<file path="src/pkg/spmbc_pkg.sv">
// Package for the serial port mode and baud control block.
// Assumes a single 250 MHz clock domain and a plain register port.
package spmbc_pkg;
    localparam logic [7:0] SERIAL_CTRL_ADDR = 8'h98;
    localparam logic [7:0] POWER_CTRL_ADDR  = 8'h87;
    localparam logic [7:0] CLK_SEL_ADDR     = 8'hc8;
    localparam logic [7:0] SERIAL_CTRL_RST  = 8'h00;
    localparam logic [7:0] POWER_CTRL_RST   = 8'h00;
    localparam logic [1:0] CLK_SEL_RST      = 2'h0;
    localparam int BIT_MODE_HI     = 7;
    localparam int BIT_MODE_LO     = 6;
    localparam int BIT_MULTIPROC   = 5;
    localparam int BIT_RX_ENABLE   = 4;
    localparam int BIT_TX_NINTH    = 3;
    localparam int BIT_RX_NINTH    = 2;
    localparam int BIT_TX_DONE     = 1;
    localparam int BIT_RX_DONE     = 0;
    localparam int BIT_BAUD_DOUBLE = 7;
    localparam int BIT_TX_CLK_SEL  = 0;
    localparam int BIT_RX_CLK_SEL  = 1;
    localparam int MODE0_DIV       = 12;
    localparam int MODE2_DIV_FAST  = 32;
    localparam int MODE2_DIV_SLOW  = 64;
    localparam int T1_OVF_PER_BIT  = 32;
    localparam int T2_OVF_PER_BIT  = 16;
    localparam int SAMPLE_PER_BIT  = 16;
    localparam int DATA_BITS       = 8;

    typedef enum logic [1:0] {
        SPMBC_MODE_SHIFT,
        SPMBC_MODE_UART8,
        SPMBC_MODE_UART9_FIXED,
        SPMBC_MODE_UART9_VAR
    } spmbc_mode_e;

    typedef struct packed {
        logic       wr;
        logic       rd;
        logic [7:0] addr;
        logic [7:0] wdata;
    } spmbc_bus_s;
endpackage

</file>
<file path="src/hw/spmbc_serial_port.sv">
// Serial port mode decode, baud tick generation, frame shifting and status flags.
// Assumes timer overflow pulses are one-cycle pulses on CLK; RXD is an asynchronous pin.
`timescale 1ns/1ps
`default_nettype none
module spmbc_serial_port (
    input  wire logic       CLK,
    input  wire logic       RST_N,
    input  wire logic [7:0] ADDR,
    input  wire logic [7:0] WDATA,
    input  wire logic       WR,
    input  wire logic       RD,
    output logic      [7:0] RDATA,
    input  wire logic       T1_OVF,
    input  wire logic       T2_OVF,
    input  wire logic       RXD_IN,
    output logic            RXD_OUT,
    output logic            RXD_OE_N,
    output logic            TXD
);
    ////////////////////////////////////////////////////////////////////////////
    spmbc_pkg::spmbc_bus_s bus;
    assign bus = '{wr: WR, rd: RD, addr: ADDR, wdata: WDATA};

    logic [7:0] ctrl_ff, nxt_ctrl;
    logic [7:0] pwr_ff;
    logic [1:0] csel_ff;
    logic [7:0] rdata_ff, nxt_rdata;
    wire        sel_ctrl = bus.addr == spmbc_pkg::SERIAL_CTRL_ADDR;
    wire        sel_pwr  = bus.addr == spmbc_pkg::POWER_CTRL_ADDR;
    wire        sel_csel = bus.addr == spmbc_pkg::CLK_SEL_ADDR;
    wire        sel_tdat = bus.addr == spmbc_pkg::CLK_SEL_ADDR + 8'h01;
    wire        wr_ctrl  = bus.wr && sel_ctrl;
    wire        wr_pwr   = bus.wr && sel_pwr;
    wire        wr_csel  = bus.wr && sel_csel;

    spmbc_pkg::spmbc_mode_e mode;
    assign mode = spmbc_pkg::spmbc_mode_e'(ctrl_ff[spmbc_pkg::BIT_MODE_HI:spmbc_pkg::BIT_MODE_LO]);
    wire filt    = ctrl_ff[spmbc_pkg::BIT_MULTIPROC];
    wire rx_en   = ctrl_ff[spmbc_pkg::BIT_RX_ENABLE];
    wire dbl     = pwr_ff[spmbc_pkg::BIT_BAUD_DOUBLE];
    wire tx_t2   = csel_ff[spmbc_pkg::BIT_TX_CLK_SEL];
    wire rx_t2   = csel_ff[spmbc_pkg::BIT_RX_CLK_SEL];

    ////////////////////////////////////////////////////////////////////////////
    // Baud ticks: 16 sample ticks per bit in the UART modes.
    logic [5:0] pre_ff;
    logic       t1_half_ff;
    wire        osc_top  = pre_ff == 6'(spmbc_pkg::MODE2_DIV_SLOW / spmbc_pkg::SAMPLE_PER_BIT - 1);
    wire        osc_tick = dbl ? pre_ff[0] : osc_top;
    wire        t1_tick  = T1_OVF && (dbl || t1_half_ff);
    wire        tx_var   = tx_t2 ? T2_OVF : t1_tick;
    wire        rx_var   = rx_t2 ? T2_OVF : t1_tick;
    wire        tx_tick  = mode == spmbc_pkg::SPMBC_MODE_UART9_FIXED ? osc_tick : tx_var;
    wire        rx_tick  = mode == spmbc_pkg::SPMBC_MODE_UART9_FIXED ? osc_tick : rx_var;
    logic [3:0] m0_ff;
    wire        m0_tick  = m0_ff == 4'(spmbc_pkg::MODE0_DIV - 1);
    wire        is_m0    = mode == spmbc_pkg::SPMBC_MODE_SHIFT;
    wire        nine     = ctrl_ff[spmbc_pkg::BIT_MODE_HI];

    ////////////////////////////////////////////////////////////////////////////
    // Transmitter. Writing data happens through a write to the address after clock select while the line idles.
    logic [10:0] tsh_ff;
    logic [3:0]  tbit_ff, tsub_ff;
    logic        tx_busy_ff, txd_ff, tx_done_set;
    logic [7:0]  tdata_ff;
    logic        tstart_ff;
    wire [3:0]   t_last   = nine ? 4'ha : 4'h9;
    wire         t_bitend = is_m0 ? m0_tick : (tx_tick && tsub_ff == 4'hf);
    assign tx_done_set = tx_busy_ff && t_bitend &&
                         (is_m0 ? tbit_ff == 4'h7 : tbit_ff == t_last - 4'h1);

    ////////////////////////////////////////////////////////////////////////////
    // Receiver with a two-stage synchroniser on the pin.
    logic       rxs1_ff, rxs2_ff, rxd_prev_ff;
    logic       r_busy_ff, rx_done_set, rx_nb_set;
    logic [3:0] rbit_ff, rsub_ff;
    logic [8:0] rsh_ff;
    logic [7:0] rx_byte_ff;
    wire        r_sample = rx_tick && rsub_ff == 4'h7;
    wire [3:0]  r_last   = nine ? 4'ha : 4'h9;
    wire        r_stop   = !is_m0 && r_busy_ff && r_sample && rbit_ff == r_last;
    wire        ninth_in = nine ? rsh_ff[8] : rxs2_ff;
    wire        pass     = !filt || (nine ? rsh_ff[8] : rxs2_ff);
    wire        m0_rx_end = is_m0 && r_busy_ff && m0_tick && rbit_ff == 4'h7;
    wire        ri_clear  = !ctrl_ff[spmbc_pkg::BIT_RX_DONE];
    assign rx_done_set = m0_rx_end || (r_stop && pass && ri_clear);
    assign rx_nb_set   = r_stop && pass && ri_clear;
    wire        r_go      = rx_en && !r_busy_ff && (is_m0 ? ri_clear : (rxd_prev_ff && !rxs2_ff));

    ////////////////////////////////////////////////////////////////////////////
    always_comb
    begin
        nxt_ctrl = ctrl_ff;
        if (wr_ctrl)
            nxt_ctrl = bus.wdata;
        if (rx_nb_set)
            nxt_ctrl[spmbc_pkg::BIT_RX_NINTH] = ninth_in;
        if (tx_done_set)
            nxt_ctrl[spmbc_pkg::BIT_TX_DONE] = 1'b1;
        if (rx_done_set)
            nxt_ctrl[spmbc_pkg::BIT_RX_DONE] = 1'b1;
    end

    // Reads of unmapped addresses return zero.
    assign nxt_rdata = !bus.rd ? 8'h00 :
                       sel_ctrl ? ctrl_ff :
                       sel_pwr  ? pwr_ff :
                       sel_csel ? {6'h00, csel_ff} :
                       sel_tdat ? rx_byte_ff : 8'h00;
    // A byte written while a frame is in flight is dropped rather than queued.
    wire wr_tdat  = bus.wr && sel_tdat && !tx_busy_ff;

    always_ff @(posedge CLK)
    begin
        if (!RST_N)
            ctrl_ff <= spmbc_pkg::SERIAL_CTRL_RST;
        else
            ctrl_ff <= nxt_ctrl;
    end

    // Read data stands only in the cycle after each cycle that RD is high, so software must take it at once.
    always_ff @(posedge CLK)
    begin
        if (!RST_N)
            rdata_ff <= 8'h00;
        else
            rdata_ff <= nxt_rdata;
    end

    always_ff @(posedge CLK)
    begin
        if (!RST_N)
            pwr_ff <= spmbc_pkg::POWER_CTRL_RST;
        else if (wr_pwr)
            pwr_ff <= bus.wdata;
    end

    always_ff @(posedge CLK)
    begin
        if (!RST_N)
            csel_ff <= spmbc_pkg::CLK_SEL_RST;
        else if (wr_csel)
            csel_ff <= bus.wdata[1:0];
    end

    ////////////////////////////////////////////////////////////////////////////
    // Prescalers run freely, so a frame may start at any phase of its tick.
    always_ff @(posedge CLK)
    begin
        if (!RST_N)
        begin
            pre_ff <= 6'h00;
            m0_ff  <= 4'h0;
        end
        else
        begin
            pre_ff <= osc_top ? 6'h00 : pre_ff + 6'h01;
            m0_ff  <= m0_tick ? 4'h0 : m0_ff + 4'h1;
        end
    end

    // Without the doubler only every second timer 1 overflow makes a tick.
    always_ff @(posedge CLK)
    begin
        if (!RST_N)
            t1_half_ff <= 1'b0;
        else if (T1_OVF)
            t1_half_ff <= !t1_half_ff;
    end

    ////////////////////////////////////////////////////////////////////////////
    // A second write before the start takes effect replaces the pending byte.
    always_ff @(posedge CLK)
    begin
        if (!RST_N)
        begin
            tstart_ff <= 1'b0;
            tdata_ff  <= 8'h00;
        end
        else if (wr_tdat)
        begin
            tdata_ff  <= bus.wdata;
            tstart_ff <= 1'b1;
        end
        else if (tstart_ff)
            tstart_ff <= 1'b0;
    end

    always_ff @(posedge CLK)
    begin
        if (!RST_N)
        begin
            tx_busy_ff <= 1'b0;
            tsh_ff     <= 11'h7ff;
            tbit_ff    <= 4'h0;
            tsub_ff    <= 4'h0;
            txd_ff     <= 1'b1;
        end
        else if (tstart_ff && !wr_tdat)
        begin
            tx_busy_ff <= 1'b1;
            tbit_ff    <= 4'h0;
            tsub_ff    <= 4'h0;
            tsh_ff     <= is_m0 ? {3'h7, tdata_ff} :
                          {1'b1, ctrl_ff[spmbc_pkg::BIT_TX_NINTH], tdata_ff, 1'b0};
        end
        else if (tx_busy_ff)
        begin
            if (!is_m0 && tx_tick)
                tsub_ff <= tsub_ff + 4'h1;
            txd_ff <= is_m0 ? m0_ff < 4'(spmbc_pkg::MODE0_DIV / 2) : tsh_ff[0];
            if (t_bitend)
            begin
                tsh_ff  <= {1'b1, tsh_ff[10:1]};
                tbit_ff <= tbit_ff + 4'h1;
                if (is_m0 ? tbit_ff == 4'h7 : tbit_ff == t_last)
                    tx_busy_ff <= 1'b0;
            end
        end
        else
            txd_ff <= 1'b1;
    end

    always_ff @(posedge CLK)
    begin
        if (!RST_N)
        begin
            rxs1_ff     <= 1'b1;
            rxs2_ff     <= 1'b1;
            rxd_prev_ff <= 1'b1;
        end
        else
        begin
            rxs1_ff     <= RXD_IN;
            rxs2_ff     <= rxs1_ff;
            rxd_prev_ff <= rxs2_ff;
        end
    end

    always_ff @(posedge CLK)
    begin
        if (!RST_N)
            rx_byte_ff <= 8'h00;
        else if (m0_rx_end)
            rx_byte_ff <= {rxs2_ff, rsh_ff[7:1]};
        else if (rx_nb_set)
            rx_byte_ff <= rsh_ff[7:0];
    end

    always_ff @(posedge CLK)
    begin
        if (!RST_N)
        begin
            r_busy_ff <= 1'b0;
            rbit_ff   <= 4'h0;
            rsub_ff   <= 4'h0;
            rsh_ff    <= 9'h000;
        end
        else if (r_go)
        begin
            r_busy_ff <= 1'b1;
            rbit_ff   <= 4'h0;
            rsub_ff   <= 4'h0;
        end
        else if (r_busy_ff && is_m0)
        begin
            if (m0_tick)
            begin
                rsh_ff  <= {1'b0, rxs2_ff, rsh_ff[7:1]};
                rbit_ff <= rbit_ff + 4'h1;
                if (rbit_ff == 4'h7)
                    r_busy_ff <= 1'b0;
            end
        end
        else if (r_busy_ff)
        begin
            if (rx_tick)
                rsub_ff <= rsub_ff + 4'h1;
            if (r_sample)
            begin
                rbit_ff <= rbit_ff + 4'h1;
                // A start bit that reads high at mid-bit is noise, so the search restarts.
                if (rbit_ff == 4'h0 && rxs2_ff)
                    r_busy_ff <= 1'b0;
                else if (rbit_ff != 4'h0 && rbit_ff != r_last)
                    rsh_ff <= nine ? {rxs2_ff, rsh_ff[8:1]} : {1'b0, rxs2_ff, rsh_ff[7:1]};
                // The stop bit is sampled but never shifted into the data register.
                if (rbit_ff == r_last)
                    r_busy_ff <= 1'b0;
            end
        end
    end

    ////////////////////////////////////////////////////////////////////////////
    // The pin enable is registered, so it trails the shifter by one cycle.
    logic oe_n_ff;
    wire  nxt_oe_n = !(is_m0 && tx_busy_ff);

    always_ff @(posedge CLK)
    begin
        if (!RST_N)
            oe_n_ff <= 1'b1;
        else
            oe_n_ff <= nxt_oe_n;
    end

    assign RDATA    = rdata_ff;
    assign TXD      = txd_ff;
    // In mode 0 the data pin is driven by transmit shifting; otherwise it only listens.
    assign RXD_OUT  = tsh_ff[0];
    assign RXD_OE_N = oe_n_ff;
endmodule
`default_nettype wire

</file>
<file path="config.mk">
export PLATFORM = sky130hd
export DESIGN_NAME = spmbc_serial_port
export DESIGN_NICKNAME = d
export VERILOG_FILES = /design/src/pkg/spmbc_pkg.sv /design/src/hw/spmbc_serial_port.sv
export SDC_FILE = /design/constraint.sdc
export NUM_CORES = 1
export LEC_CHECK = 0
export BUFFER_PORTS_ARGS = -buffer_cell sky130_fd_sc_hd__buf_2
export CAP_MARGIN = 10
export CORE_UTILIZATION = 40
export DETAILED_ROUTE_END_ITERATION = 10
export PLACE_DENSITY = 0.68
export SLEW_MARGIN = 20
export SYNTH_ARGS = -nofsm -noshare
export SYNTH_HDL_FRONTEND = slang
export SYNTH_SLANG_ARGS = --single-unit
</file>
<file path="constraint.sdc">
create_clock -name CLK -period 1.9 [get_ports CLK]
set_input_delay 0.285 -clock CLK [delete_from_list [all_inputs] [get_ports CLK]]
set_output_delay 0.285 -clock CLK [all_outputs]
set_load 0.01 [all_outputs]
</file>
; ---- Word level (Yosys, flattened, before mapping)
; Cells that the tools add are included.
[classes]
addsub = 7
n_lt_le_gt_ge = 1
n_eq_ne = 19
muxes = 51
n_bitwise = 3
n_reduce_logical = 62
[op_table]
columns = cell, n
row1 = $mux 9, 7
row2 = $mux 8, 6
row3 = $mux 11, 3
row4 = $eq 8x8->1 const B, 4
row5 = $mux 1, 28
row6 = $logic_and 1x1->1, 26
row7 = $add 4x1->4 const B, 5
row8 = $reduce_bool 2->1, 9
row9 = $mux 4, 4
row10 = $eq 4x3->1 const B, 3
row11 = $eq 4x4->1, 3
row12 = $mux 10, 1
row13 = $reduce_and 2->1, 5
row14 = $logic_not 1->1, 9
row15 = $eq 4x4->1 const B, 2
row16 = $reduce_or 2->1, 4
row17 = $add 6x1->6 const B, 1
row18 = $eq 6x2->1 const B, 1
row19 = $reduce_and 3->1, 2
row20 = $reduce_and 6->1, 1
row21 = $logic_not 4->1, 1
row22 = $lt 4x3->1 const B, 1
row23 = $ne 2x2->1 const B, 2
row24 = $ne 4x4->1, 1
row25 = other kinds (10), 14
[totals]
ff_bits = 97
inputBits = 23
out_inout_bits = 11
word_cells = 169

; ---- Longest topological paths before layout
; Gate-level depths: netlist of the first run.
[logic_depth]
depth_word = 11
ltp_mapped = 7
depth_no_buf = 6

; ---- Worst setup path after synthesis of the first run
; No wires, ideal clock.
[synth_timing]
kind = register to register
startpoint = reg pre_ff[0]
endpoint = reg rx_byte_ff[2]
arrival_time_ps = 1855
required_ps = 1772
slack_ps = -83
stages_incl_launch_ff = 8
path_buffers = 1
period_less_slack_ps = 1983
cell_sequence = dfxtp_1 -> ha_1 -> nand4bb_1 -> o21a_1 -> or3_4 -> clkbuf_1 -> nor4_1 -> a211oi_1
[synth_via]
elab_chain_len = 9
[synth_lines]
columns = item, line_no
row1 = "start, declared", spmbc_serial_port.sv:46  ; logic [5:0] pre_ff;
row2 = "start signal, assigned", spmbc_serial_port.sv:157  ; pre_ff <= osc_top ? 6'h00 : pre_ff + 6'h01;
row3 = $eq 6x2->1, spmbc_serial_port.sv:48  ; wire osc_top = pre_ff == 6'(spmbc_pkg::MODE2_DIV_SLOW / spmbc_pkg::SAMPLE_PER_BIT - 1);
row4 = $mux 1 (*), spmbc_serial_port.sv:49  ; wire osc_tick = dbl ? pre_ff[0] : osc_top;
row5 = $mux 1 (*), spmbc_serial_port.sv:54  ; wire rx_tick = mode == spmbc_pkg::SPMBC_MODE_UART9_FIXED ? osc_tick : rx_var;
row6 = $logic_and 1x1->1 (*), spmbc_serial_port.sv:79  ; wire r_sample = rx_tick && rsub_ff == 4'h7;
row7 = $logic_and 1x1->1 (*) (2 in series), spmbc_serial_port.sv:81  ; wire r_stop = !is_m0 && r_busy_ff && r_sample && rbit_ff == r_last;
row8 = $logic_and 1x1->1 (*) (2 in series), spmbc_serial_port.sv:87  ; assign rx_nb_set = r_stop && pass && ri_clear;
row9 = $reduce_bool 2->1 (no line) (*), --
row10 = "end signal, assigned", spmbc_serial_port.sv:245  ; rx_byte_ff <= {rxs2_ff, rsh_ff[7:1]};
row11 = "end signal, assigned", spmbc_serial_port.sv:247  ; rx_byte_ff <= rsh_ff[7:0];
row12 = "end, declared", spmbc_serial_port.sv:78  ; logic [7:0] rx_byte_ff;
; Mark *: on every way between the ends. The rest lies on a longest branch, timed or not.
; A chain may end at the register's enable or synchronous reset.

; ---- Worst setup path in the final report of the first run
[layout_timing]
startpoint = reg pre_ff[4]
endpoint = reg rx_byte_ff[0]
[layout_via]
elab_chain_len = 9
[layout_lines]
columns = item, line_no
row1 = $eq 6x2->1, spmbc_serial_port.sv:48
row2 = $mux 1, spmbc_serial_port.sv:49
row3 = $mux 1, spmbc_serial_port.sv:54
row4 = $logic_and 1x1->1, spmbc_serial_port.sv:79
row5 = $logic_and 1x1->1 (2 in series), spmbc_serial_port.sv:81
row6 = $logic_and 1x1->1 (2 in series), spmbc_serial_port.sv:87
row7 = $reduce_bool 2->1 (no line), --
; Every way passes these cells.

==> results of run 1 <==
## logic make-up after synthesis
family,count (synthesis),share of synthesized area [%]
fa+ha+maj,7,2.01
buf+inv,41,3.75
simple gates,226,25.8
mux,28,6.51
xor+xnor,13,2.61
flops,96,44.0
compound gates,99,15.3
## routing by layer
layer	up-vias	share of wire (%)	GRT usage, %
met5	-	0	0
met4	0	1.4	8.02
met3	16	5.4	2.45
met2	139	47	32.7
met1	1911	46	26.7
li1	1962	-	-
## state kept, by name, indices dropped and copies added (netlist names), 4 cells and up
register and cells:
tdata_ff 8, tsub_ff 4, tbit_ff 4, rsub_ff 4, rx_byte_ff 8, ctrl_ff 8
RDATA 8, rbit_ff 4, tsh_ff 10, pre_ff 6, rsh_ff 9, m0_ff 4
pwr_ff 8
## final timing paths
check	from	to	slack [ns]	cells past startpoint
worst max-delay path	pre_ff[4]	rx_byte_ff[0]	0.01	6
worst min register to register	rxs1_ff	rxs2_ff	0.42	1
worst max register to register	pre_ff[4]	rx_byte_ff[0]	0.01	6
worst min-delay path	RXD_IN	rxs1_ff	0.1	2
## layout by cell type (no fill, tap or decap), types with 4 or more instances in the layout
cell type and instances:
buf_2 33, buf_4 45, a211oi_1 8, a31oi_1 6, clkbuf_8 9, nand3_1 40, o21ai_0 15, dfxtp_2 5
nand3b_1 5, xnor2_1 4, nand4_1 5, and3_1 7, nand2b_1 5, o311a_1 7, xor2_1 9, a21oi_1 25
nor2_1 57, mux2i_1 25, dfxtp_1 91, o21ai_1 6, a222oi_1 8, ha_1 5, nor3_1 10, nor4bb_1 4
nand2_1 56, nor4_4 5, inv_1 8
## final cells by class
type	count	area, um^2
multi-input cells	374	2450
inverters	8	30.0
flip-flops and latches	96	1930
well taps	136	170
repair buffers	81	559
fillers	956	5110
clock buffers	10	128
clock inverters	6	91.3
## where the power goes
| part | total, uW | switching [uW] | internal [uW] |
|---|---|---|---|
| Sequential | 2050 | 16.1 | 2030 |
| Combinational | 187 | 109 | 77.7 |
| Clock | 1500 | 745 | 752 |
## through the flow
step	utilization (%)	area (um^2)	instances	worst slack, ns
2_1_floorplan	-	4380	510	0.00249
3_3_place_gp	46.9	4910	690	-0.0488
3_5_place_dp	46.9	4910	690	-0.0972
4_1_cts	49.7	5200	706	0.00394
5_1_grt	51.2	5350	711	-0.0476
6_report	51.2	5350	711	0.0117
## timing repair
item	CTS	global route
pin swaps	1	6
resized for setup	13	28
buffers inserted	0	3
endpoints found under the setup margin	10	34
cloned	0	2
hold endpoints to repair	0	0
==> metrics, run 1 <==
Final Wtd Congestion=0.816; Syn Nets=540; Die W=approximately 110 um; final slew viol count=0; synth warn=0; top_reg_cell synth=dfxtp_1; Hold-fix buffers, CTS=0; Syn Inst Count=510; routed len/inst=15.9 um; initial antenna violation count=0; HPWL after DPL=8050 um; area share of the largest cell type after synthesis=44.0%; ANT nets after route=0; H-Tree Level Count=3; register area share after synthesis=44.0%; Critical Path Max Stage Delay=0.39 ns; Synth Cell Area=about 4400 um^2; first-pass GRT wire length=17900 um; post-synth top area cell=dfxtp_1; WP data arrival=2.15 ns; crit path capture type=register; fin crit share=99.4%; worst hold slack=approximately 0.097 ns; drt total wl=between 10000 and 15000 um; vias in the first global route=3712; Worst Path Buf+Inv=1; type of the worst setup path=reg -> reg; startpoint types=register; Die ar.=between 10000 and 15000 um^2; Max IR drop VDD=~320 uV; Seq cells post-synth=96; CTS Sinks=96; max-cap viol count=0; most common cell in the synthesized netlist=dfxtp_1; worst-margin pin slew=0.433 ns; outcome=finished, final reports clean; final net count=600; via-per-instance ratio=5.67; Pleak=around 0.0021 uW; die extent in y=106 um; TritonCTS clock tree=done; unrepaired setup endpoints after global routing=true; PortBufs=33; DR vias=4028; Synth area leaders=dfxtp_1 (44%), mux2i_1 (5.7%), nor2_1 (4.9%), nand2_1 (4.8%), nand3_1 (4.7%); Layout Skew=around 0.012 ns; fmax=about 530 MHz; Hold Vio Cnt, Final=0; Area Overhead vs Synth=22.6%; total gr overflow=0; Final Total Pwr=roughly 3700 uW; setup TNS=0 ns; largest net degree at the start of global routing=25; Worst EP required=2.16 ns; Root Buffer=clkbuf_8; share of layout cells above drive strength 1=23.1%; worst hold path type=in -> reg; Worst-path clk slew=0.10 ns; CP max FO=5; Clk Latency, worst-skew pair=between 0.3 and 0.4 ns; Final setup viols=0; Post-synth EDFFs=0; CORE AREA=around 10000 um^2; critical-path cell list=or3_4, o21a_1, or3_4, buf_12, nor4_2, a211oi_1; # rows=37; Distinct cells, synth=56; TritonCTS buffer count=9; Tmin final=1.89 ns; Residual DRC=0; Detailed Routing Iterations Pass 1=5; CP max stage cell=or3_4; syn_area_per_cell=8.56 um^2; Initial Util=41.7%; CP dominant cell by count=or3_4; P per Cell Area=697 nW/um^2; Synth async-reset ratio=0%; initial DRC count=a little under 400; GRT Overall Usage=20.0%; Max-slew headroom=about 70%; n_diodes=0; Synth top cells by count=dfxtp_1 (96), nor2_1 (57), nand2_1 (56), nand3_1 (41), clkbuf_1 (28); delay-heaviest family, CP=simple AND/OR/NAND/NOR gates; Clock Path Buffers=2; io pins=34
No activity file was read; power rests on OpenSTA's default activity.
==> run 2: changes to the inputs <==
--- a/config.mk
+++ b/config.mk
@@ -5,7 +5,7 @@
 export SDC_FILE = /design/constraint.sdc
 export NUM_CORES = 1
 export LEC_CHECK = 0
-export BUFFER_PORTS_ARGS = -buffer_cell sky130_fd_sc_hd__buf_2
+export BUFFER_PORTS_ARGS = -buffer_cell sky130_fd_sc_hd__buf_4
 export CAP_MARGIN = 10
 export CORE_UTILIZATION = 40
 export DETAILED_ROUTE_END_ITERATION = 10
==> run 2 against run 1 <==
Net effect:
- final cell count down 0.42%
- critical path depth unchanged
- non-clock buffer count down 2
==> metrics, run 2 (synthesis gave the netlist of run 1 again) <==
outcome=finished, final reports clean; largest net degree at the start of global routing=39 (+56%); max-cap viol count=0 (unchanged); Die W=106 um (unchanged); Final Wtd Congestion=0.805 (-1.3%); most common cell after layout, fill and taps aside=dfxtp_1; Final setup viols=0 (unchanged); Layout Skew=0.0120 ns (-0.000237 ns); Clk Latency, worst-skew pair=0.37 ns (about the same); Initial Util=41.7% (unchanged); # rows=37 (unchanged); initial DRC count=306 (-22%); Root Buffer=clkbuf_8; fin area=5330 um^2 (-0.42%); Max IR drop VDD=337 uV (+4.5%); most frequent cells in the layout=dfxtp_1 (90), buf_4 (76), nor2_1 (57), nand2_1 (56), nand3_1 (41); Hold Vio Cnt, Final=0 (unchanged); die extent in y=106 um (unchanged); final slew viol count=0 (unchanged); final core utilization=50.9% (-0.22 points); WP data arrival=2.16 ns (about the same); Max-slew headroom=70.8% (-0.27 points); Area Overhead vs Synth=22.1%; PortBufs=33 (unchanged); via-per-instance ratio=5.67 (+0.12%); max FFs per register=10 (unchanged); Worst-path clk slew=0.09 ns (about the same); unrepaired setup endpoints after global routing=true; n_diodes=0 (unchanged); crit path capture type=register; CORE AREA=10500 um^2 (unchanged); ANT nets after route=0 (unchanged); worst hold path type=in -> reg; total gr overflow=0 (unchanged); Residual DRC=0 (unchanged); drt total wl=11200 um (-0.69%); TritonCTS clock tree=done; P per Cell Area=685 nW/um^2 (-1.6%); Clock Path Buffers=2 (unchanged); CP max FO=9 (+4); Pleak=0.00207 uW (about the same); TritonCTS buffer count=9 (unchanged); setup TNS=0 ns (unchanged); biggest regs=tsh_ff (10), rsh_ff (9); type of the worst setup path=reg -> reg; H-Tree Level Count=3 (unchanged); first-pass GRT wire length=18400 um (+2.9%); worst-margin pin slew=0.433 ns (-0.0000992 ns); Worst EP required=2.16 ns (about the same); routed len/inst=15.8 um (-0.27%); Detailed Routing Iterations Pass 1=6 (+1); initial antenna violation count=0 (unchanged); final net count=597 (-0.50%); startpoint types=register; CTS Sinks=96 (unchanged); dpl cell area=5010 um^2 (+1.9%); Biggest register=tsh_ff; vias in the first global route=3849 (+3.7%); GRT Overall Usage=20.5% (+0.50 points); HPWL after DPL=7980 um (-0.79%); DR vias=4016 (-0.30%); layout filler cell count=985 (+3.0%); Die ar.=11300 um^2 (unchanged); io pins=34 (unchanged); fin crit share=100% (+0.58 points); share of layout cells above drive strength 1=21.5% (-1.6 points); Tmin final=1.90 ns (+0.0111 ns); fmax=526 MHz (-0.58%)
==> run 2: final cells by class <==
type	instances	area (um^2)	area share, %
inverters	8	30.0	0.563
flip-flops and latches	96	1930	36.2
well taps	136	170	3.19
repair buffers	79	622	11.7
multi-input cells	373	2370	44.5
clock buffers	11	141	2.65
clock inverters	5	63.8	1.20
==> run 2: report_power, final <==
part	total [uW]	internal, uW	switching, uW
registers	2050	2030	16.1
clock network	1410	657	750
logic	200	90.4	109
==> run 2: critical path, stage by stage, from the launching register on <==
cell	delay [ns]
dfxtp_2	0.33
or3_4	0.39
o21a_1	0.19
or3_4	0.36
buf_12	0.16
nor4_2	0.28
a211oi_1	0.09
==> run 2: layer usage <==
layer | wire length, um | share of wire [%] | track usage [%]
met3 | 506 | 4.5 | 3.68
met1 | 5250 | 47 | 27.2
met2 | 5210 | 47 | 32.9
met5 | 0 | 0 | 0
met4 | 220 | 2.0 | 7.93
==> run 2: stage by stage <==
stage | total power, uW | hold WS [ns] | instances | setup WS (ns)
floorplan | 2190 | 0.386 | 510 | 0.00249
global placement | 2280 | 0.391 | 690 | -0.0517
CTS | 3670 | 0.0789 | 706 | -0.0109
finish | 3650 | 0.0887 | 708 | 0.000620
detailed placement | 2290 | 0.400 | 690 | -0.0862
global route | 3790 | 0.0845 | 708 | -0.0851
==> run 2: path summary, 6_finish.rpt <==
kind,startpoint,to,slack (ns),cells past startpoint
setup / recovery,pre_ff[4],rx_byte_ff[7],0.0006,6
hold / removal,RXD_IN,rxs1_ff,0.09,2
setup reg to reg,pre_ff[4],rx_byte_ff[7],0.0006,6
hold reg to reg,rxs1_ff,rxs2_ff,0.42,1
==> run 2: timing repair <==
| item | CTS | global route |
|---|---|---|
| hold buffers | 0 | 0 |
| resized for setup | 12 | 13 |
| setup buffers | 0 | 2 |
| pin swaps | 0 | 3 |
| endpoints found under the setup margin | 23 | 25 |
